--- src/logic/mmsr_pkg.sv ---
// Constants and carrier types for the monitor selector and scratch registers.
// Assumes a serial command decoder upstream that presents whole 16-bit frames.
package mmsr_pkg;

  // ----------------------------------------------------------------
  // Register addresses (5-bit command address field)
  // ----------------------------------------------------------------
  localparam logic [4:0] MMSR_ADDR_MON_SEL    = 5'h00;
  localparam logic [4:0] MMSR_ADDR_SCRATCH_A  = 5'h01;
  localparam logic [4:0] MMSR_ADDR_SCRATCH_D  = 5'h04;
  localparam logic [4:0] MMSR_ADDR_SETUP_LO   = 5'h05;
  localparam logic [4:0] MMSR_ADDR_SETUP_HI   = 5'h08;
  localparam int         MMSR_SCRATCH_COUNT   = 4;

  // ----------------------------------------------------------------
  // Monitor selector field layout and reset values
  // ----------------------------------------------------------------
  localparam int         MMSR_SEL_HI_POS      = 7;
  localparam int         MMSR_SEL_LO_POS      = 5;
  localparam int         MMSR_SENSE_RES_POS   = 4;
  localparam int         MMSR_IO_ATT_POS      = 3;
  localparam logic [7:0] MMSR_MON_SEL_MASK    = 8'hF8;
  localparam logic [7:0] MMSR_MON_SEL_RESET   = 8'h00;
  localparam logic [7:0] MMSR_SCRATCH_RESET   = 8'h00;

  // Source select encodings
  localparam logic [2:0] MMSR_SRC_OFF         = 3'h0;
  localparam logic [2:0] MMSR_SRC_REG_CURRENT = 3'h1;
  localparam logic [2:0] MMSR_SRC_VREF        = 3'h2;
  localparam logic [2:0] MMSR_SRC_TEMP        = 3'h3;
  localparam logic [2:0] MMSR_SRC_WAKE_IO0    = 3'h4;
  localparam logic [2:0] MMSR_SRC_WAKE_IO1    = 3'h5;
  localparam logic [2:0] MMSR_SRC_BATT_SUPPLY = 3'h6;
  localparam logic [2:0] MMSR_SRC_BATT_SENSE  = 3'h7;

  typedef enum logic [1:0] {
    MMSR_MODE_INIT,
    MMSR_MODE_NORMAL,
    MMSR_MODE_OTHER
  } mmsr_mode_t;

  // Decoded command from the serial port, one-cycle valid
  typedef struct packed {
    logic       valid;
    logic       write;
    logic [4:0] addr;
    logic [7:0] data;
  } mmsr_cmd_t;

  // Answer to a command
  typedef struct packed {
    logic       valid;
    logic       reject;
    logic [7:0] data;
  } mmsr_rsp_t;

  // Analog monitor controls
  typedef struct packed {
    logic [7:0] route;
    logic       drive_en;
    logic       sense_res_en;
    logic       io_att;
  } mmsr_mon_t;

  typedef struct packed {
    logic [7:0] mon_sel;
    logic [7:0] scratch_a;
    logic [7:0] scratch_b;
    logic [7:0] scratch_c;
    logic [7:0] scratch_d;
    mmsr_rsp_t  rsp;
    mmsr_mon_t  mon;
    logic       setup_wr;
    logic [4:0] setup_addr;
    logic [7:0] setup_data;
  } mmsr_state_t;

endpackage : mmsr_pkg

--- src/logic/mmsr_regs.sv ---
// Monitor selector and four scratch bytes behind the decoded serial command port.
// Assumes i_cmd is one-cycle, already parity-checked, and that mode and
// regulator status come from logic on the same clock.
//
// How it works
// - Select 000 disables sources, no drive
// - Select 001 routes regulator current copy
// - Select 010 routes internal voltage reference
// - Select 011 routes temperature sensor voltage
// - Selector access only with regulator on
// - Access while off discarded, selector cleared
// - Selector zero at reset, off, non-normal
// - Four scratch bytes, addresses 1-4, cleared
// - Setup writes accepted only in init
`timescale 1ns/100ps
module mmsr_regs
  import mmsr_pkg::*;
(
  input  wire logic       i_sys_clk,
  input  wire logic       i_rst,
  input  wire mmsr_cmd_t  i_cmd,
  input  wire logic       i_xcvr_reg_on,
  input  wire mmsr_mode_t i_mode,
  output mmsr_rsp_t       o_rsp,
  output mmsr_mon_t       o_mon,
  output logic            o_setup_wr,
  output logic [4:0]      o_setup_addr,
  output logic [7:0]      o_setup_data
);

  mmsr_state_t state_reg;
  mmsr_state_t state_next;

  logic [2:0] sel_field;
  logic       hit_mon;
  logic       hit_scratch;
  logic       hit_setup;
  logic       sel_hold;

  // ----------------------------------------------------------------
  // Command decode and register update
  // ----------------------------------------------------------------
  always_comb begin
    hit_mon     = i_cmd.addr == MMSR_ADDR_MON_SEL;
    hit_scratch = i_cmd.addr >= MMSR_ADDR_SCRATCH_A && i_cmd.addr <= MMSR_ADDR_SCRATCH_D;
    hit_setup   = i_cmd.addr >= MMSR_ADDR_SETUP_LO && i_cmd.addr <= MMSR_ADDR_SETUP_HI;
    // Selector may only hold a value while the regulator is on in normal mode
    sel_hold    = i_xcvr_reg_on && i_mode == MMSR_MODE_NORMAL;
    state_next  = state_reg;
    state_next.rsp      = '0;
    state_next.setup_wr = 1'b0;

    if (i_cmd.valid) begin
      state_next.rsp.valid = 1'b1;
      if (hit_mon) begin
        if (!i_xcvr_reg_on) begin
          state_next.rsp.reject = 1'b1;
        end else if (i_cmd.write) begin
          // Outside normal mode the write is answered but not stored, and the clear below applies
          if (sel_hold) begin
            state_next.mon_sel = i_cmd.data & MMSR_MON_SEL_MASK;
          end
        end else if (sel_hold) begin
          state_next.rsp.data = state_reg.mon_sel;
        end
      end else if (hit_scratch) begin
        if (i_cmd.write) begin
          case (i_cmd.addr[2:0])
            3'h1:    state_next.scratch_a = i_cmd.data;
            3'h2:    state_next.scratch_b = i_cmd.data;
            3'h3:    state_next.scratch_c = i_cmd.data;
            3'h4:    state_next.scratch_d = i_cmd.data;
            default: state_next.scratch_a = state_reg.scratch_a;
          endcase
        end else begin
          case (i_cmd.addr[2:0])
            3'h1:    state_next.rsp.data = state_reg.scratch_a;
            3'h2:    state_next.rsp.data = state_reg.scratch_b;
            3'h3:    state_next.rsp.data = state_reg.scratch_c;
            3'h4:    state_next.rsp.data = state_reg.scratch_d;
            default: state_next.rsp.data = 8'h00;
          endcase
        end
      end else if (hit_setup && i_cmd.write) begin
        if (i_mode == MMSR_MODE_INIT) begin
          state_next.setup_wr   = 1'b1;
          state_next.setup_addr = i_cmd.addr;
          state_next.setup_data = i_cmd.data;
        end else begin
          state_next.rsp.reject = 1'b1;
        end
      end else begin
        state_next.rsp.reject = 1'b1;
      end
    end

    // Clear overrides any write in the same cycle
    if (!sel_hold) begin
      state_next.mon_sel = MMSR_MON_SEL_RESET;
    end

    // Monitor controls change on the same edge as the stored selector
    sel_field                   = state_next.mon_sel[MMSR_SEL_HI_POS:MMSR_SEL_LO_POS];
    state_next.mon.route        = 8'h00;
    state_next.mon.route[sel_field] = sel_field != MMSR_SRC_OFF;
    state_next.mon.drive_en     = sel_field != MMSR_SRC_OFF;
    state_next.mon.sense_res_en = state_next.mon_sel[MMSR_SENSE_RES_POS];
    // Attenuation only meaningful on the wake pin sources
    state_next.mon.io_att = state_next.mon_sel[MMSR_IO_ATT_POS]
                            && (sel_field == MMSR_SRC_WAKE_IO0
                                || sel_field == MMSR_SRC_WAKE_IO1);
  end

  always_ff @(posedge i_sys_clk) begin
    if (i_rst) begin
      state_reg <= '0;
    end else begin
      state_reg <= state_next;
    end
  end

  assign o_rsp        = state_reg.rsp;
  assign o_mon        = state_reg.mon;
  assign o_setup_wr   = state_reg.setup_wr;
  assign o_setup_addr = state_reg.setup_addr;
  assign o_setup_data = state_reg.setup_data;

  // ----------------------------------------------------------------
  // Checks
  // ----------------------------------------------------------------
  off_no_drive_a: assert property (
    @(posedge i_sys_clk) disable iff (i_rst)
    state_reg.mon_sel[7:5] == MMSR_SRC_OFF |-> !o_mon.drive_en && o_mon.route == 8'h00)
    else $error("monitor driven with source off");

  route_onehot_a: assert property (
    @(posedge i_sys_clk) disable iff (i_rst)
    state_reg.mon_sel[7:5] == MMSR_SRC_REG_CURRENT |-> o_mon.route == 8'h02)
    else $error("regulator current copy not routed");

  vref_route_a: assert property (
    @(posedge i_sys_clk) disable iff (i_rst)
    state_reg.mon_sel[7:5] == MMSR_SRC_VREF |-> o_mon.route == 8'h04 && o_mon.drive_en)
    else $error("reference not routed");

  temp_route_a: assert property (
    @(posedge i_sys_clk) disable iff (i_rst)
    state_reg.mon_sel[7:5] == MMSR_SRC_TEMP |-> o_mon.route == 8'h08)
    else $error("temperature sensor not routed");

  att_gate_a: assert property (
    @(posedge i_sys_clk) disable iff (i_rst)
    o_mon.io_att |-> state_reg.mon_sel[7:6] == 2'b10 && state_reg.mon_sel[3])
    else $error("attenuation outside wake pin sources");

  sense_res_a: assert property (
    @(posedge i_sys_clk) disable iff (i_rst)
    i_cmd.valid && i_cmd.write && hit_mon && sel_hold
    |=> o_mon.sense_res_en == $past(i_cmd.data[MMSR_SENSE_RES_POS]))
    else $error("sense resistor enable mismatch");

  off_access_a: assert property (
    @(posedge i_sys_clk) disable iff (i_rst)
    i_cmd.valid && i_cmd.addr == MMSR_ADDR_MON_SEL && !i_xcvr_reg_on
    |=> o_rsp.reject && state_reg.mon_sel == 8'h00)
    else $error("selector access while off not discarded");

  sel_write_a: assert property (
    @(posedge i_sys_clk) disable iff (i_rst)
    i_cmd.valid && i_cmd.write && i_cmd.addr == MMSR_ADDR_MON_SEL && i_xcvr_reg_on
    && i_mode == MMSR_MODE_NORMAL
    |=> state_reg.mon_sel == ($past(i_cmd.data) & 8'hF8))
    else $error("selector write lost");

  sel_clear_a: assert property (
    @(posedge i_sys_clk) disable iff (i_rst)
    !i_xcvr_reg_on || i_mode != MMSR_MODE_NORMAL |=> state_reg.mon_sel == 8'h00)
    else $error("selector not cleared");

  scratch_rt_a: assert property (
    @(posedge i_sys_clk) disable iff (i_rst)
    i_cmd.valid && i_cmd.write && i_cmd.addr == MMSR_ADDR_SCRATCH_A
    ##1 i_cmd.valid && !i_cmd.write && i_cmd.addr == MMSR_ADDR_SCRATCH_A
    |=> o_rsp.data == $past(i_cmd.data, 2))
    else $error("scratch byte readback wrong");

  setup_gate_a: assert property (
    @(posedge i_sys_clk) disable iff (i_rst)
    o_setup_wr |-> $past(i_mode) == MMSR_MODE_INIT)
    else $error("setup write outside init");

  sel_read_a: assert property (
    @(posedge i_sys_clk) disable iff (i_rst)
    i_cmd.valid && !i_cmd.write && hit_mon && sel_hold
    |=> o_rsp.data == $past(state_reg.mon_sel) && !o_rsp.reject)
    else $error("selector read wrong");

  sel_closed_a: assert property (
    @(posedge i_sys_clk) disable iff (i_rst)
    i_cmd.valid && hit_mon && !sel_hold |=> o_rsp.data == 8'h00)
    else $error("selector answered while closed");

  setup_reject_a: assert property (
    @(posedge i_sys_clk) disable iff (i_rst)
    i_cmd.valid && i_cmd.write && hit_setup && i_mode != MMSR_MODE_INIT
    |=> o_rsp.reject && !o_setup_wr)
    else $error("setup write taken outside init");

  setup_pass_a: assert property (
    @(posedge i_sys_clk) disable iff (i_rst)
    i_cmd.valid && i_cmd.write && hit_setup && i_mode == MMSR_MODE_INIT
    |=> o_setup_wr && o_setup_addr == $past(i_cmd.addr)
        && o_setup_data == $past(i_cmd.data))
    else $error("setup write not forwarded");

  // No disable here: the reset itself is what is checked
  scratch_reset_a: assert property (
    @(posedge i_sys_clk)
    i_rst |=> state_reg.scratch_a == MMSR_SCRATCH_RESET
              && state_reg.scratch_b == MMSR_SCRATCH_RESET
              && state_reg.scratch_c == MMSR_SCRATCH_RESET
              && state_reg.scratch_d == MMSR_SCRATCH_RESET)
    else $error("scratch bytes not cleared by reset");

  rsp_pulse_a: assert property (
    @(posedge i_sys_clk) disable iff (i_rst)
    i_cmd.valid |=> o_rsp.valid)
    else $error("command left unanswered");

  rsp_quiet_a: assert property (
    @(posedge i_sys_clk) disable iff (i_rst)
    !i_cmd.valid |=> !o_rsp.valid && !o_setup_wr)
    else $error("answer without command");

endmodule : mmsr_regs

--- config.mk ---
export PLATFORM = sky130hd
export DESIGN_NAME = mmsr_regs
export DESIGN_NICKNAME = d
export VERILOG_FILES = /design/src/logic/mmsr_pkg.sv /design/src/logic/mmsr_regs.sv
export SDC_FILE = /design/constraint.sdc
export NUM_CORES = 1
export LEC_CHECK = 0
export ABC_AREA = 1
export BUFFER_PORTS_ARGS = -buffer_cell sky130_fd_sc_hd__buf_2
export CAP_MARGIN = 20
export CORE_MARGIN = 5
export CORE_UTILIZATION = 35
export DETAILED_ROUTE_END_ITERATION = 8
export HOLD_SLACK_MARGIN = 0.12
export PLACE_DENSITY = 0.53
export SLEW_MARGIN = 20
export SYNTH_ARGS = -nofsm -noshare
export SYNTH_HDL_FRONTEND = slang
export SYNTH_SLANG_ARGS = --single-unit
--- constraint.sdc ---
create_clock -name i_sys_clk -period 1.3 [get_ports i_sys_clk]
set_clock_uncertainty 0.1 [all_clocks]
set_input_delay 0.13 -clock i_sys_clk [delete_from_list [all_inputs] [get_ports i_sys_clk]]
set_output_delay 0.13 -clock i_sys_clk [all_outputs]
set_load 0.03 [all_outputs]
==> results of run 1 <==
[metal layers]
layer	part of all wire, %	global-route usage (%)
met4	2.4	5.05
met3	4.7	3.58
met5	0	0
met1	45	17.4
met2	48	25.3
[Yosys cell counts, types with 5 or more instances]
master   number  area, um2
nand2_1     107        402
nand2_2       6       37.5
dfxtp_1      71       1420
nor2_1      103        387
nor2_8        5        100
buf_4        37        278
inv_1        22       82.6
nand3_1      34        170
inv_2         8       30.0
a21oi_1      16       80.1
nand4_1       6       37.5
[repair_timing]
| item | in CTS | in global routing |
|---|---|---|
| endpoints found under the setup margin | 0 | 0 |
| resized for setup | 0 | 0 |
| endpoints found under the hold margin | 29 | 0 |
| hold buffers | 16 | 0 |
[how the worst max path moves through the flow]
stage                               startpoint                            to
finish              state_reg[71]$_SDFFE_PP0P_                      o_mon[1]
CTS                 state_reg[71]$_SDFFE_PP0P_                      o_mon[1]
detailed placement                    i_cmd[8]    state_reg[61]$_SDFFE_PP0P_
floorplan                            i_cmd[10]  o_setup_data[5]$_SDFFE_PP0P_
global placement                      i_cmd[8]    state_reg[53]$_SDFFE_PP0P_
global route          state_reg[74]$_SDFF_PP0_           o_mon[7]$_SDFF_PP0_
[cell usage in the layout, fill, tap and decap left out, types with 6 or more instances in the layout]
master,netlist,layout
nor2_1,103,103
inv_2,8,8
nand3_1,34,34
a21oi_1,16,16
dfxtp_1,71,71
buf_4,37,37
nand2_2,6,6
inv_1,22,22
clkbuf_8,0,9
nand2_1,107,107
buf_2,1,54
nand4_1,6,6
dlygate4sd3_1,0,16
[final cells by class]
class / count / share of cell area [%]
clock buffers: 9 / 2.96
clock inverters: 7 / 1.55
inverters: 32 / 2.99
multi-input cells: 303 / 35.3
flip-flops and latches: 71 / 34.0
well taps: 133 / 3.97
repair buffers: 112 / 19.3
[power by group]
part / leakage [nW] / switching [W] / internal, W / total [W]
combinational: 1.35 / 0.000252 / 0.000186 / 0.000438
clock: 0.0856 / 0.000971 / 0.000728 / 0.00170
sequential: 0.573 / 0.00000564 / 0.00219 / 0.00219
[metrics by stage]
stage / area [um2] / utilization [%]
floorplan: 3390 / -
global placement: 3840 / 40.0
detailed placement: 3840 / 40.0
CTS: 4190 / 43.6
global route: 4190 / 43.6
finish: 4190 / 43.6
[logic make-up after synthesis]
logic type,after synthesis,synth area share [%]
compound gates,17,2.51
buf+inv,80,14.5
flops,71,41.9
other cells,1,0.111
simple gates,285,41.0
==> impl_metrics.toml, run 1 <==
[status]
status = "complete, no violations"

[setup_path]
cp.required_ns = 1.07
r2r_cells = 6
rr_startpoint = "state_reg[74]$_SDFF_PP0_"
slowest_delay_ns = 0.37
critPathBufInv = 1
path_depth = 1
reg2reg_slack_ns = 0.23
cp-start-kind = "flop"
crit_arrival_ns = 0.93
path_cells = "buf_2"
path_class = "reg2out"
r2r_end = "o_mon[7]$_SDFF_PP0_"
crit_path_end_kind = "output pin"
slowest_stage = "dfxtp_1"
crit_path_max_fanout = 3
critPathTopFamily = "flip-flops"

[global_route]
overflow = 0
grt_pass1_wl_um = 13400
antenna_found_initial = 0
grt_pass1_vias = 2820
gr-usage-all-layers_pct = 14.5
grt_max_degree = 37

[timing]
max_freq_mhz = 861
period_needed_ns = 1.16
hold_violations = 0
setup_viol = 0
fin_ws_ns = 0.138
final_max_slew_viol_count = 0
grt_setup_unrepaired = "false"
setup-tns-final_ns = 0
post-route-period-util_pct = 89.4
hold_ws_ns = 0.121

[floorplan]
start_util_pct = 35.3
die-area_um2 = 11700
row_count = 36
fp.dieH_um = 108
die_w_um = 108
core_area_um2 = 9590
ioPinCount = 55

[detailed_routing]
num_vias = 2873
wl_um = 7800
final_antenna_net_count = 0
drtIter0Drc = 113
viasPerCell = 4.31
drcViolationCount = 0
first_pass_iters = 4
wl_per_cell_um = 11.7

[logic_synthesis]
synth_edf_count = 0
syn_inst = 454
ys.warnings.count = 0
synth-seq-cells = 71
async_flop_share_pct = 0
synthesis.nets = 474
synth-seq-area-share_pct = 41.9
syn_avg_cell_area_um2 = 7.46
ys.flop_type = "dfxtp_1"
netlist_area_um2 = 3390
synth_cell_type_count = 31

[cells_and_area]
drive_above_1_share_pct = 28.5
largest_reg_flops = 37
stdcell_count = 667
regArea_um2 = 1420
area_growth_pct = 23.6
antenna_cells = 0
fill_cells = 1007
nets = 549
multi_input_comb_area_um2 = 1480

[job]
max_cap_violations = 0

[cts]
cts_buffers = 9
tritoncts = "done"
clk-insertion-delay-late_ns = 0.35
cts_root_buffer = "clkbuf_8"
clock_path_buffers = 2
path_clk_slew_ns = 0.09
htree_levels = 3
cts_setup_buffers = 0
cts_sinks = 71

[min_path]
holdPathStages = 5
hold_end = "o_setup_data[7]$_SDFFE_PP0P_"
hp-class = "in2reg"
holdCritStartpoint = "i_cmd[7]"

[place]
dpl.hpwl_um = 5800
port-buffer-count = 54
gp_congestion = 0.772
pre_cts_slack_ns = -0.181
dp_cells = 635

[pwr]
power.total_w = 0.00433
power-per-cell-area_nw_per_um2 = 1030
p_leak_nw = 2.01
peakVddDrop_v = 0.000464
(Power assumes the default switching activity.)
==> run 2: changes to the inputs <==
--- a/config.mk
+++ b/config.mk
@@ -5,7 +5,6 @@
 export SDC_FILE = /design/constraint.sdc
 export NUM_CORES = 1
 export LEC_CHECK = 0
-export ABC_AREA = 1
 export BUFFER_PORTS_ARGS = -buffer_cell sky130_fd_sc_hd__buf_2
 export CAP_MARGIN = 20
 export CORE_MARGIN = 5
==> impl_metrics.toml, run 2 <==
[cells_and_area]
final_common_cell = "dfxtp_1"
final_cell_mix = "dfxtp_1, nor2_1, mux2i_1"
largest_reg_flops = 37
antenna_cells = 0
area_growth_pct = 26.8
nets = 418
drive_above_1_share_pct = 34.2

[pwr]
power-per-cell-area_nw_per_um2 = 1140
p_sw_w = 0.00108
power.internal_w = 0.00364
power.total_w = 0.00472
clkPwrFrac_pct = 45.4
switching_share_pct = 22.8
p_leak_nw = 1.86
pwr-share-comb_pct = 8.2
seqPwrFrac_pct = 46.4
peakVddDrop_v = 0.000561

[detailed_routing]
num_vias = 2442
drcViolationCount = 0
first_pass_iters = 5
drtIter0Drc = 64
wl_per_cell_um = 14.7
wl_um = 7560
viasPerCell = 4.75
final_antenna_net_count = 0

[setup_path]
crit_path_max_fanout = 6
slowest_stage = "dlygate4sd3_1"
critPathTopFamily = "buffers and inverters"
path_class = "in2reg"
crit_arrival_ns = 1.48
cp.required_ns = 1.50
path_cells = "dlygate4sd3_1 > buf_4 > nand3b_1 > mux2_2 > o21ba_2"
cp-start-kind = "primary input"
slowest_delay_ns = 0.53
critPathBufInv = 2
crit_path_end_kind = "flop"

[floorplan]
core_area_um2 = 9150
start_util_pct = 35.6
fp.dieH_um = 106
ioPinCount = 55
die_w_um = 106
row_count = 35
die-area_um2 = 11300

[global_route]
grt_pass1_wl_um = 12400
overflow = 0
antenna_found_initial = 0
grt_pass1_vias = 2435
gr-usage-all-layers_pct = 14.2
grt_max_degree = 41

[logic_synthesis]
yosys.area_share.simple_pct = 18.2
ys.warnings.count = 0
synth_compound_area_share_pct = 7.73
synth_top_area_cell = "dfxtp_1"
synth_top_area_share_pct = 43.7
synth_commonest_cells = "dfxtp_1, nor2_1, mux2i_1"
synth_cell_type_count = 44
syn_inst = 325
ys.flop_type = "dfxtp_1"
synth-seq-area-share_pct = 43.7
netlist_area_um2 = 3250
synth_top_family_by_area = "multiplexers"
yosysMostFrequentCell = "dfxtp_1"
syn_avg_cell_area_um2 = 10.0
async_flop_share_pct = 0
synthMuxAreaShare_pct = 19.0
yosys-top-cells-area = "dfxtp_1, mux2i_1, buf_4, nor2_1, mux2_2"
synth_adder_area_share_pct = 0
synth_xor_area_share_pct = 0
synth-seq-cells = 71
synthesis.nets = 345
synth_edf_count = 0

[timing]
period_needed_ns = 1.28
grt_setup_unrepaired = "true"
post-route-period-util_pct = 98.4
setup_viol = 0
setup-tns-final_ns = 0
final_max_slew_viol_count = 0
hold_violations = 0
max_freq_mhz = 782

[cts]
cts_sinks = 71
path_clk_slew_ns = 0.08
cts_buffers = 9
tritoncts = "done"
htree_levels = 3
cts_root_buffer = "clkbuf_8"
clock_path_buffers = 2
clk-insertion-delay-late_ns = 0.35

[min_path]
hp-class = "in2reg"

[place]
port-buffer-count = 54
dpl.hpwl_um = 5390
gp_congestion = 0.793

[job]
max_cap_violations = 0

[status]
status = "complete, no violations"
run 2: power groups by stage:
stage,logic [W],clock network (W),registers (W)
after detailed placement,0.000345,0,0.00224
final,0.000386,0.00214,0.00219
after CTS,0.000386,0.00222,0.00219
after global placement,0.000344,0,0.00224
after global routing,0.000416,0.00232,0.00219
after floorplan,0.000182,0,0.00224
run 2: timing repair:
item	4_1_cts	5_1_grt
pin swaps	0	1
resized for setup	1	3
setup endpoints to repair	1	19
hold buffers	16	0
cloned	0	0
endpoints found under the hold margin	47	0
setup buffers	0	0
run 2: final cells by class:
| type | instances | area [um2] |
|---|---|---|
| clock buffer | 9 | 124 |
| timing repair buffer | 117 | 823 |
| tap | 111 | 139 |
| clock inverter | 7 | 121 |
| multi-input combinational | 198 | 1490 |
| fill | 889 | 5030 |
| inverter | 1 | 3.75 |
| sequential | 71 | 1420 |
run 2: worst paths after layout:
path,startpoint,endpoint,slack (ns),depth (start not counted)
hold reg to reg,o_setup_addr[2]$_SDFFE_PP0P_,o_setup_addr[2]$_SDFFE_PP0P_,0.39,2
setup / recovery,i_cmd[7],o_mon[5]$_SDFF_PP0_,0.02,5
hold / removal,i_cmd[6],o_mon[7]$_SDFF_PP0_,0.14,5
setup reg to reg,state_reg[74]$_SDFF_PP0_,o_mon[5]$_SDFF_PP0_,0.13,3
run 2: per-layer routing:
layer / GRT usage (%) / wire length [um]
met5: 0 / 0
met4: 4.47 / 92
met3: 5.28 / 538
met2: 22.1 / 3350
met1: 18.2 / 3580
run 2: kinds of logic (layout without fill, tap and decap cells):
kind of cell | after synthesis | count (layout)
mux | 61 | 61
compound gates | 32 | 32
other cells | 1 | 1
buf+inv | 56 | 134
flops | 71 | 71
simple gates | 104 | 104
run 2: metrics by stage:
stage	utilization, %	setup WS, ns	hold WS (ns)	instances	area [um2]
floorplan	-	-0.237	0.174	325	3280
global placement	40.5	-0.358	0.339	482	3700
detailed placement	40.5	-0.374	0.357	482	3700
CTS	45.0	0.0320	0.122	514	4120
global route	45.1	-0.0160	0.159	514	4130
finish	45.1	0.0208	0.138	514	4130
run 2: worst min-delay path: cells and delay by family:
kind | cells | cell delay (ns)
simple gates | 3 | 0.24
buf+inv | 1 | 0.12
compound gates | 1 | 0.06
==> run 3: changes to the inputs <==
==> constraint.sdc (replaced) <==
create_clock -name i_sys_clk -period 1.04 [get_ports i_sys_clk]
set_clock_uncertainty 0.1 [all_clocks]
set_input_delay 0.104 -clock i_sys_clk [delete_from_list [all_inputs] [get_ports i_sys_clk]]
set_output_delay 0.104 -clock i_sys_clk [all_outputs]
set_load 0.03 [all_outputs]
==> impl_metrics.toml, run 3 (synthesis gave the netlist of run 2 again) <==
[cells_and_area]
antenna_cells = 0
drive_above_1_share_pct = 51.2
largest_reg_flops = 37
stdcell_count = 523
final_cell_mix = "nor2_1, buf_6, mux2i_1"
final_common_cell = "nor2_1"
nets = 427
area_growth_pct = 44.3

[place]
dpl.hpwl_um = 5560
dp_cells = 484
pre_cts_slack_ns = -0.545
port-buffer-count = 54
gp_congestion = 0.787

[global_route]
grt_pass1_vias = 2590
grt_max_degree = 39
overflow = 0
antenna_found_initial = 0
grt_pass1_wl_um = 13000
gr-usage-all-layers_pct = 14.6

[cts]
path_clk_slew_ns = 0.08
clock_path_buffers = 2
clk-insertion-delay-late_ns = 0.34
cts_buffers = 9
tritoncts = "done"
cts_sinks = 71
htree_levels = 3
cts_root_buffer = "clkbuf_8"

[floorplan]
core_area_um2 = 9150
fp.dieH_um = 106
die_w_um = 106
row_count = 35
start_util_pct = 35.6
die-area_um2 = 11300
ioPinCount = 55

[setup_path]
path_class = "in2reg"
crit_path_max_fanout = 5
cp.required_ns = 1.23
crit_path_end_kind = "flop"
crit_arrival_ns = 1.43
cp-start-kind = "primary input"

[pwr]
p_leak_nw = 2.00
peakVddDrop_v = 0.000592
power-per-cell-area_nw_per_um2 = 1190

[detailed_routing]
drcViolationCount = 0
num_vias = 2507
final_antenna_net_count = 0
wl_per_cell_um = 15.7
drtIter0Drc = 64
wl_um = 8220
viasPerCell = 4.79
first_pass_iters = 4

[timing]
period_needed_ns = 1.24
hold_violations = 0
post-route-period-util_pct = 119
max_freq_mhz = 807
fin_ws_ns = -0.198
final_max_slew_viol_count = 0
setup_viol = 51
grt_setup_unrepaired = "true"

[status]
violations = "negative setup slack"
status = "finished, violations left"

[min_path]
hp-class = "in2reg"

[job]
max_cap_violations = 0
-- run 3: changes by cell type in the layout (fill, tap and decap cells not counted), sizes merged --
cell	change
buf	+12
dlygate4sd3	-3
bufinv	-2
clkbuf	+1
clkinv	+1
clkinvlp	-1
inv	+1
-- run 3: final cells by class --
class	count	area, um2
Clock buffer	10	138
Clock inverter	6	67.6
Fill cell	830	4460
Inverter	1	3.75
Multi-Input combinational cell	198	1690
Sequential cell	71	1470
Tap cell	111	139
Timing Repair Buffer	126	1190
-- run 3: repair_timing --
action	in CTS	in global routing
hold endpoints to repair	48	18
buffers inserted	8	5
setup endpoints to repair	102	100
gates resized for setup	119	56
gates cloned	0	0
hold buffers	9	5
pin swaps	13	15
-- run 3: routing by layer --
metal	GRT usage [%]	up-vias	part of all wire, %
met5	0	-	0
met3	2.98	13	3.5
met1	18.5	1199	46
met2	24.2	46	48
li1	-	1249	-
met4	6.12	0	1.7
-- run 3: worst paths after layout --
path	cells past startpoint	slack (ns)	start	endpoint
max	5	-0.20	i_cmd[6]	o_mon[9]$_SDFF_PP0_
min	4	0.06	i_cmd[11]	o_setup_addr[2]$_SDFFE_PP0P_
max reg2reg	3	-0.15	state_reg[74]$_SDFF_PP0_	o_mon[5]$_SDFF_PP0_
min reg2reg	1	0.39	state_reg[70]$_SDFF_PP0_	o_rsp[3]$_SDFF_PP0_
-- run 3: power by group --
part / internal, W / leakage (nW) / total (W) / switching, W
Sequential: 0.00273 / 0.591 / 0.00273 / 0.00000810
Combinational: 0.000272 / 1.31 / 0.000558 / 0.000285
Clock: 0.00118 / 0.0989 / 0.00228 / 0.00110
Total: 0.00418 / 2.00 / 0.00557 / 0.00139
-- run 3: metrics by stage --
| step | total power (W) | TNS, ns | util, % | hold slack [ns] | instance area [um2] |
|---|---|---|---|---|---|
| floorplan | 0.00304 | -18.93 | - | 0.148 | 3320 |
| global placement | 0.00323 | -30.03 | 40.6 | 0.309 | 3710 |
| detailed placement | 0.00323 | -30.81 | 40.6 | 0.309 | 3710 |
| CTS | 0.00562 | -1.84 | 48.7 | -0.00922 | 4450 |
| global route | 0.00580 | -5.97 | 51.3 | 0.0696 | 4700 |
| finish | 0.00557 | -3.00 | 51.3 | 0.0589 | 4700 |
-- run 3: critical path, cell delays in order --
cell and delay [ns]:
buf_2 0.13, dlygate4sd3_1 0.62, nand3_1 0.08, mux2_4 0.26, o21ba_2 0.22
